**config.mk**
```make
export PLATFORM = sky130hd
export DESIGN_NAME = pnp_isolation
export DESIGN_NICKNAME = d
export VERILOG_FILES = /design/src/pnp_iso_pkg.sv /design/src/pnp_isolation.sv
export SDC_FILE = /design/constraint.sdc
export NUM_CORES = 1
export LEC_CHECK = 0
export BUFFER_PORTS_ARGS = -buffer_cell sky130_fd_sc_hd__buf_2
export CAP_MARGIN = 40
export CORE_UTILIZATION = 59
export DETAILED_ROUTE_END_ITERATION = 8
export PLACE_DENSITY = 0.91
export SLEW_MARGIN = 20
export SYNTH_ARGS = -nofsm -noshare
export SYNTH_HDL_FRONTEND = slang
export SYNTH_SLANG_ARGS = --single-unit
```
**constraint.sdc**
```tcl
create_clock -name mclk -period 4.5 [get_ports mclk]
set_clock_uncertainty 0.1 [all_clocks]
set_input_delay 0.9 -clock mclk [delete_from_list [all_inputs] [get_ports mclk]]
set_output_delay 0.9 -clock mclk [all_outputs]
set_load 0.005 [all_outputs]
```
**src/pnp_iso_pkg.sv**
```systemverilog
// Purpose: shared constants for the card-side isolation logic
// Assumes: single clock domain, mclk
// Notes: key tables hold byte 0 in the low bits
package pnp_iso_pkg;

  // ==========================================================
  // card states
  typedef enum logic [1:0] {
    ST_WAIT_KEY,
    ST_SLEEP,
    ST_ISOLATE,
    ST_CONFIG
  } card_state_e;

  // ==========================================================
  // identifier layout
  localparam logic [6:0] ID_BITS = 7'h48;
  localparam logic [6:0] SUM_BITS = 7'h40;
  localparam logic [7:0] LFSR_SEED = 8'h6A;
  localparam logic [7:0] RESP_FIRST = 8'h55;
  localparam logic [7:0] RESP_SECOND = 8'hAA;
  localparam logic [1:0] SENSE_FIRST = 2'h1;
  localparam logic [1:0] SENSE_SECOND = 2'h2;
  localparam logic [7:0] CSN_NONE = 8'h00;
  localparam logic [7:0] WAKE_ISOLATE = 8'h00;

  // ==========================================================
  // unlock sequences
  localparam logic [5:0] KEY_LEN = 6'h20;
  localparam logic [255:0] STD_KEY = {
    64'h3973E7CE9D3A74E8, 64'hD1A2458B162C58B0,
    64'h61C3860D1B376FDF, 64'hBE7DFBF6EDDAB56A};
  localparam logic [255:0] VENDOR_KEY = {
    64'h50A143860C193265, 64'hCA942851A2448913,
    64'h264D9A3469D2A448, 64'h9123468D1B366DDA};

endpackage

```
**src/pnp_isolation.sv**
```systemverilog
// Purpose: plug and play isolation, checksum and card state logic
// Assumes: commands pre-decoded into one-cycle pulses on mclk; rst is bus reset drive
// Notes: ior_n and sd_in are bus pins and are filtered through three flops
`timescale 1ns/1ns
`default_nettype none

module pnp_isolation
  import pnp_iso_pkg::*;
(
  input wire logic mclk,
  input wire logic rst,
  input wire logic ior_n,
  input wire logic [7:0] sd_in,
  output logic [7:0] sd_out,
  output logic sd_oe,
  input wire logic read_data_sel,
  input wire logic addr_wr,
  input wire logic [7:0] wr_data,
  input wire logic pnp_mode,
  input wire logic wake_cmd,
  input wire logic csn_wr,
  input wire logic wait_key_cmd,
  input wire logic reset_csn_cmd,
  input wire logic vendor_select_number_clear,
  input wire logic [63:0] serial_id_in,
  input wire logic ready_req,
  output logic iochrdy_oe,
  output logic [7:0] csn,
  output logic [1:0] card_state,
  output logic cmd_enable,
  output logic id_valid
);

  // ==========================================================
  // pin filters
  // the first stage may go metastable, so a level counts only once
  // the second and third stage agree
  logic [2:0] ior_sync_reg;
  logic [2:0] ior_sync_next;
  logic ior_filt_reg;
  logic ior_filt_next;
  logic [7:0] sd_filt_reg;

  always_comb begin
    ior_sync_next = {ior_sync_reg[1:0], ior_n};
    ior_filt_next = ior_filt_reg;
    if (ior_sync_reg[1] == ior_sync_reg[2]) begin
      ior_filt_next = ior_sync_reg[2];
    end
  end

  // idle strobe level after reset, so no false read edge follows it
  always_ff @(posedge mclk) begin
    if (rst) begin
      ior_sync_reg <= 3'h7;
      ior_filt_reg <= 1'b1;
    end else begin
      ior_sync_reg <= ior_sync_next;
      ior_filt_reg <= ior_filt_next;
    end
  end

  // one identical filter per data line
  for (genvar g = 0; g < 8; g++) begin : g_sd_filt
    logic [2:0] sd_sync_reg;
    logic [2:0] sd_sync_next;
    logic sd_bit_reg;
    logic sd_bit_next;

    always_comb begin
      sd_sync_next = {sd_sync_reg[1:0], sd_in[g]};
      sd_bit_next = sd_bit_reg;
      if (sd_sync_reg[1] == sd_sync_reg[2]) begin
        sd_bit_next = sd_sync_reg[2];
      end
    end

    always_ff @(posedge mclk) begin
      if (rst) begin
        sd_sync_reg <= 3'h0;
        sd_bit_reg <= 1'b0;
      end else begin
        sd_sync_reg <= sd_sync_next;
        sd_bit_reg <= sd_bit_next;
      end
    end

    assign sd_filt_reg[g] = sd_bit_reg;
  end

  wire logic rd_start = ior_filt_reg & ~ior_filt_next & read_data_sel;
  wire logic rd_end = ~ior_filt_reg & ior_filt_next;

  // ==========================================================
  // card state and isolation
  card_state_e state_reg, state_next;
  logic [7:0] csn_reg, csn_next;
  logic [5:0] key_std_reg, key_std_next;
  logic [5:0] key_ven_reg, key_ven_next;
  logic [6:0] bit_idx_reg, bit_idx_next;
  logic [7:0] lfsr_reg, lfsr_next;
  logic [7:0] chk_reg, chk_next;
  logic phase_reg, phase_next;
  logic saw_first_reg, saw_first_next;
  logic in_read_reg, in_read_next;
  logic [7:0] sd_out_reg, sd_out_next;
  logic sd_oe_reg, sd_oe_next;
  logic cur_bit;
  logic fb_bit;
  logic [71:0] full_id;

  // checksum field taken from the frozen copy chk_reg once 64 bits are past
  assign full_id = {chk_reg, serial_id_in};
  // identifier byte 0 bit 0 sits at index 0, so a rising index is lsb first
  // past the last bit the index points nowhere; read a quiet zero
  always_comb begin
    if (bit_idx_reg < ID_BITS) begin
      cur_bit = full_id[bit_idx_reg];
    end else begin
      cur_bit = 1'b0;
    end
  end
  assign fb_bit = lfsr_reg[1] ^ lfsr_reg[0] ^ cur_bit;

  always_comb begin
    state_next = state_reg;
    csn_next = csn_reg;
    key_std_next = key_std_reg;
    key_ven_next = key_ven_reg;
    bit_idx_next = bit_idx_reg;
    lfsr_next = lfsr_reg;
    chk_next = chk_reg;
    phase_next = phase_reg;
    saw_first_next = saw_first_reg;
    in_read_next = in_read_reg;
    sd_out_next = sd_out_reg;
    sd_oe_next = sd_oe_reg;

    // unlock sequence watch; a wrong byte restarts the match
    if (addr_wr) begin
      if (pnp_mode && wr_data == STD_KEY[{key_std_reg[4:0], 3'h0} +: 8]) begin
        key_std_next = key_std_reg + 6'h01;
      end else begin
        key_std_next = 6'h00;
      end
      if (wr_data == VENDOR_KEY[{key_ven_reg[4:0], 3'h0} +: 8]) begin
        key_ven_next = key_ven_reg + 6'h01;
      end else begin
        key_ven_next = 6'h00;
      end
    end

    case (state_reg)
      ST_WAIT_KEY: begin
        // every configuration command is ignored here
        if (key_std_reg == KEY_LEN || key_ven_reg == KEY_LEN) begin
          state_next = ST_SLEEP;
          key_std_next = 6'h00;
          key_ven_next = 6'h00;
        end
      end
      ST_SLEEP, ST_CONFIG: begin
        key_std_next = 6'h00;
        key_ven_next = 6'h00;
      end
      ST_ISOLATE: begin
        key_std_next = 6'h00;
        key_ven_next = 6'h00;
        if (rd_start && bit_idx_reg < ID_BITS) begin
          in_read_next = 1'b1;
          if (cur_bit) begin
            sd_oe_next = 1'b1;
            sd_out_next = phase_reg ? RESP_SECOND : RESP_FIRST;
          end
        end
        if (rd_end && in_read_reg) begin
          in_read_next = 1'b0;
          sd_oe_next = 1'b0;
          phase_next = ~phase_reg;
          if (!phase_reg) begin
            // only the two low lines are compared
            saw_first_next = !sd_oe_reg && sd_filt_reg[1:0] == SENSE_FIRST;
          end else if (!sd_oe_reg && saw_first_reg &&
                       sd_filt_reg[1:0] == SENSE_SECOND) begin
            state_next = ST_SLEEP;
            saw_first_next = 1'b0;
          end else begin
            saw_first_next = 1'b0;
            bit_idx_next = bit_idx_reg + 7'h01;
            if (bit_idx_reg < SUM_BITS) begin
              lfsr_next = {fb_bit, lfsr_reg[7:1]};
            end
            if (bit_idx_reg == SUM_BITS - 7'h01) begin
              // freeze the finished sum so the last pairs replay it
              chk_next = {fb_bit, lfsr_reg[7:1]};
            end
          end
        end
        if (csn_wr) begin
          csn_next = wr_data;
          state_next = ST_CONFIG;
        end
      end
      default: begin
        state_next = ST_WAIT_KEY;
      end
    endcase

    // wake commands act in every unlocked state
    if (wake_cmd && state_reg != ST_WAIT_KEY) begin
      lfsr_next = LFSR_SEED;
      bit_idx_next = 7'h00;
      phase_next = 1'b0;
      saw_first_next = 1'b0;
      in_read_next = 1'b0;
      sd_oe_next = 1'b0;
      if (wr_data == WAKE_ISOLATE && csn_reg == CSN_NONE) begin
        state_next = ST_ISOLATE;
      end else if (wr_data != WAKE_ISOLATE && wr_data == csn_reg) begin
        state_next = ST_CONFIG;
      end else begin
        state_next = ST_SLEEP;
      end
    end

    // number resets leave the state alone
    if ((reset_csn_cmd || vendor_select_number_clear) && state_reg != ST_WAIT_KEY) begin
      csn_next = CSN_NONE;
    end

    if (wait_key_cmd && state_reg != ST_WAIT_KEY) begin
      state_next = ST_WAIT_KEY;
      sd_oe_next = 1'b0;
      in_read_next = 1'b0;
    end

    // leaving isolation must never leave the bus driven
    if (state_next != ST_ISOLATE) begin
      sd_oe_next = 1'b0;
      in_read_next = 1'b0;
      phase_next = 1'b0;
    end
  end

  always_ff @(posedge mclk) begin
    if (rst) begin
      state_reg <= ST_WAIT_KEY;
      csn_reg <= CSN_NONE;
      key_std_reg <= 6'h00;
      key_ven_reg <= 6'h00;
      bit_idx_reg <= 7'h00;
      lfsr_reg <= LFSR_SEED;
      chk_reg <= 8'h00;
      phase_reg <= 1'b0;
      saw_first_reg <= 1'b0;
      in_read_reg <= 1'b0;
      sd_out_reg <= 8'h00;
      sd_oe_reg <= 1'b0;
    end else begin
      state_reg <= state_next;
      csn_reg <= csn_next;
      key_std_reg <= key_std_next;
      key_ven_reg <= key_ven_next;
      bit_idx_reg <= bit_idx_next;
      lfsr_reg <= lfsr_next;
      chk_reg <= chk_next;
      phase_reg <= phase_next;
      saw_first_reg <= saw_first_next;
      in_read_reg <= in_read_next;
      sd_out_reg <= sd_out_next;
      sd_oe_reg <= sd_oe_next;
    end
  end

  // ==========================================================
  // outputs
  assign sd_out = sd_out_reg;
  assign sd_oe = sd_oe_reg;
  assign csn = csn_reg;
  assign card_state = state_reg;
  // other commands wait for a number and the config state
  assign cmd_enable = (state_reg == ST_CONFIG) && (csn_reg != CSN_NONE);
  // wait states would stall the host's lock-step read pairs
  assign iochrdy_oe = ready_req && (state_reg != ST_ISOLATE);
  assign id_valid = |serial_id_in;

endmodule
`default_nettype wire

```
==> impl_metrics.ini <==
[outcome]
status = complete, no violations

[timing]
relSlewSlack_pct = 44.9
fin_setup_tns_ns = 0
hold_violations = 0
fin_crit_sh_pct = 77.6
worst_slew_pin_slew_ns = 0.825
grt_setup_unrepaired = no
slew_viol_final = 0
period_needed_ns = 3.49
finalSetupViolCount = 0
fmax_mhz = 286

[placed_design]
detailed_place_hpwl_mm = 9.38
gp_congestion = 0.870
dp_cells = 745
port_buffers = 107

[critical_path]
crit_start = key_ven_reg[0]$_SDFFE_PP0P_
slowest_stage = dfxtp_1
cp_max_fo = 14
rrSetupSlack_ns = 1.01
crit_arrival_ns = 3.65
rr_worst_depth = 10
reg2reg_from = key_ven_reg[0]$_SDFFE_PP0P_
end_kind = flop
r2r_end = key_ven_reg[5]$_SDFFE_PP0P_
slowest_delay_ns = 0.61
worstSetupPathType = flop to flop
worstPathRequired_ns = 4.65
crit_chain = inv_1 -> ha_1 -> nand2b_1 -> a21boi_1 -> mux4_2 -> xnor2_2 -> nor4_2 -> nand4bb_2 -> or3_1 -> o211ai_1
start_kind = flop

[logic_synthesis]
ys_seq_elements = 63
synthesis.nets = 684
async_flop_share_pct = 0
ys_seq_area_share_pct = 25.5
syn_area_per_cell_um2 = 8.55
synthCells = 578
synth_edf_count = 0
yosysWarningCount = 0
yosysUniqueCellTypes = 81
synth_flop_cell = dfxtp_1
synth_area_um2 = 4940

[global_route]
grt_use_met1_pct = 32.9
grt_pass1_vias = 4454
antenna_found_initial = 0
grt_pass1_wl_mm = 19.8
top_usage_layer = met2
grt_max_degree = 35
grt_overflow = 0
use_met3_pct = 5.61
track_usage_pct = 28.1
grt_use_met2_pct = 50.5

[clock_tree]
cts_buffer_depth = 2
h-tree-depth = 3
cts_hold_buf = 0
cts_root_buffer = clkbuf_8
tritoncts = yes
cts_sinks = 63
numCtsBuffers = 9
postCtsSetupRepairBufs = 0
ctsResizeCount = 0
clock_latency_ns = 0.33
clkTransAtPathRegs_ns = 0.07

[floorplan]
io_pins = 114
die_w_um = 93.5
initial_core_util_pct = 60.5
die-area_um2 = 8750
fp.dieH_um = 93.5
core_um2 = 8180
rows = 33

[pwr]
internal_power_w = 0.000898
power.share.combinational_pct = 9.2
leakagePower_nw = 2.14
seq_power_share_pct = 48.0
peakVddDrop_uv = 220
switching_share_pct = 23.3
powerDensity_nw_per_um2 = 210
clockPowerShare_pct = 42.8
power.switching_w = 0.000272
power_w = 0.00117

[job]
drv_cap = 0

[finish]
finalNonFillerCells = 762
drive_gt1_share_pct = 26.9
final_util_pct = 68.2
antenna_cells = 0
area_growth_pct = 12.8
nets = 758

[route]
dr.first_iter.drc_count = 286
antenna_left = 0
first_pass_iters = 5
wl_per_cell_um = 16.3
vias_per_cell = 6.28
drc_errors = 0
via_count = 4789
wirelength_mm = 12.4

[min_path]
hold_class = flop to flop
worstHoldStart = ior_sync_reg[0]$_SDFF_PP1_
hold_path_depth = 1
min_to = ior_sync_reg[1]$_SDFF_PP1_
-- synth_stat cells, types with 3 or more instances --
| cell type | number | area (um^2) |
|---|---|---|
| a21o_1 | 5 | 37.5 |
| nor3_1 | 11 | 55.1 |
| buf_1 | 3 | 11.3 |
| o22ai_1 | 4 | 25.0 |
| nor4_2 | 3 | 37.5 |
| o21ai_0 | 12 | 60.1 |
| o21ai_1 | 6 | 30.0 |
| nor3b_1 | 3 | 22.5 |
| or3_1 | 3 | 18.8 |
| o21bai_1 | 3 | 22.5 |
| mux2i_1 | 26 | 260 |
| inv_1 | 12 | 45.0 |
| a31oi_1 | 4 | 25.0 |
| xor2_1 | 21 | 184 |
| a21oi_1 | 37 | 185 |
| and2_1 | 3 | 18.8 |
| or2_2 | 4 | 25.0 |
| dfxtp_1 | 63 | 1260 |
| nand4_1 | 10 | 62.6 |
| a211oi_1 | 3 | 22.5 |
| mux4_2 | 23 | 518 |
| and3_1 | 7 | 43.8 |
| clkbuf_1 | 19 | 71.3 |
| a211o_1 | 3 | 26.3 |
| nand2b_1 | 15 | 93.8 |
| nor4_1 | 24 | 150 |
| buf_4 | 10 | 75.1 |
| buf_6 | 6 | 67.6 |
| nor2b_1 | 16 | 100 |
| xnor2_1 | 9 | 78.8 |
| buf_2 | 7 | 35.0 |
| nand3b_1 | 8 | 60.1 |
| ha_1 | 14 | 175 |
| nand3_1 | 26 | 130 |
| nand2_1 | 55 | 206 |
| nor2_1 | 42 | 158 |
-- power by group through the flow --
stage	clock network [W]	registers (W)	logic, W
global placement	0	0.000575	0.000101
global route	0.000526	0.000562	0.000116
detailed placement	0	0.000575	0.000105
finish	0.000501	0.000562	0.000108
floorplan	0	0.000574	0.0000516
CTS	0.000504	0.000562	0.000106
-- layout by cell type, fill, tap and decap left out, types with 4 or more instances in the layout --
cell type / instances
o21ai_1: 6
nor3_1: 11
xnor2_1: 9
clkbuf_8: 11
nand2b_1: 15
dfxtp_1: 63
o22ai_1: 4
nand3b_1: 8
nor2_1: 42
nand3_1: 26
nand4_1: 10
mux2i_1: 26
buf_4: 4
nor4_1: 24
a21oi_1: 37
nor2b_1: 16
buf_2: 107
a21o_1: 5
inv_1: 12
ha_1: 14
or2_2: 4
o21ai_0: 12
and3_1: 7
mux4_2: 23
xor2_1: 21
a31oi_1: 4
nand2_1: 55
-- worst max-delay path: cells and delay by family (launching register included) --
| family | cells | cell delay (ns) |
|---|---|---|
| adder cells (fa/ha/maj) | 1 | 0.50 |
| XOR/XNOR | 1 | 0.16 |
| AND/OR/NAND/NOR | 4 | 1.08 |
| multiplexers | 1 | 0.53 |
| AO/OA/AOI/OAI | 2 | 0.26 |
| flip-flops | 1 | 0.61 |
| buffers and inverters | 1 | 0.17 |
-- metrics by stage --
step                worst slack (ns)  instance area, um^2  hold WS, ns
floorplan                       1.42                 4940        0.289
global placement                1.18                 5340        0.295
detailed placement              1.05                 5350        0.295
CTS                             1.03                 5560        0.316
global route                   0.754                 5570        0.330
finish                          1.01                 5570        0.310
-- worst max-delay path by stage --
stage / slack (ns) / depth (start not counted) / to
global placement: 1.18 / 10 / key_ven_reg[5]$_SDFFE_PP0P_
finish: 1.01 / 10 / key_ven_reg[5]$_SDFFE_PP0P_
detailed placement: 1.05 / 10 / key_ven_reg[5]$_SDFFE_PP0P_
floorplan: 1.42 / 12 / key_ven_reg[5]$_SDFFE_PP0P_
global route: 0.75 / 10 / key_ven_reg[5]$_SDFFE_PP0P_
CTS: 1.03 / 10 / key_ven_reg[5]$_SDFFE_PP0P_
-- per-layer routing --
| layer | share of wire, % | up-vias | wire length [um] |
|---|---|---|---|
| li1 | - | 2267 | - |
| met1 | 39 | 2270 | 4870 |
| met2 | 51 | 219 | 6360 |
| met3 | 6.9 | 33 | 850 |
| met4 | 2.6 | 0 | 320 |
| met5 | 0 | - | 0 |
-- area by class of cell --
type | instances | area [um^2]
inverters | 15 | 60.1
multi-input cells | 450 | 3320
clock inverters | 5 | 56.3
clock buffers | 11 | 151
flip-flops and latches | 63 | 1260
repair buffers | 113 | 596
fillers | 643 | 2600
well taps | 105 | 131
-- logic make-up after synthesis --
logic type	after synthesis	synth area share (%)
buffers and inverters	65	7.34
xor gates and xnor gates	31	5.65
AOI/OAI and AO/OA	109	15.0
muxes	51	16.2
DFF	63	25.5
adders and majority gates	14	3.54
and+or+nand+nor	245	26.8
(Power assumes the default switching activity.)
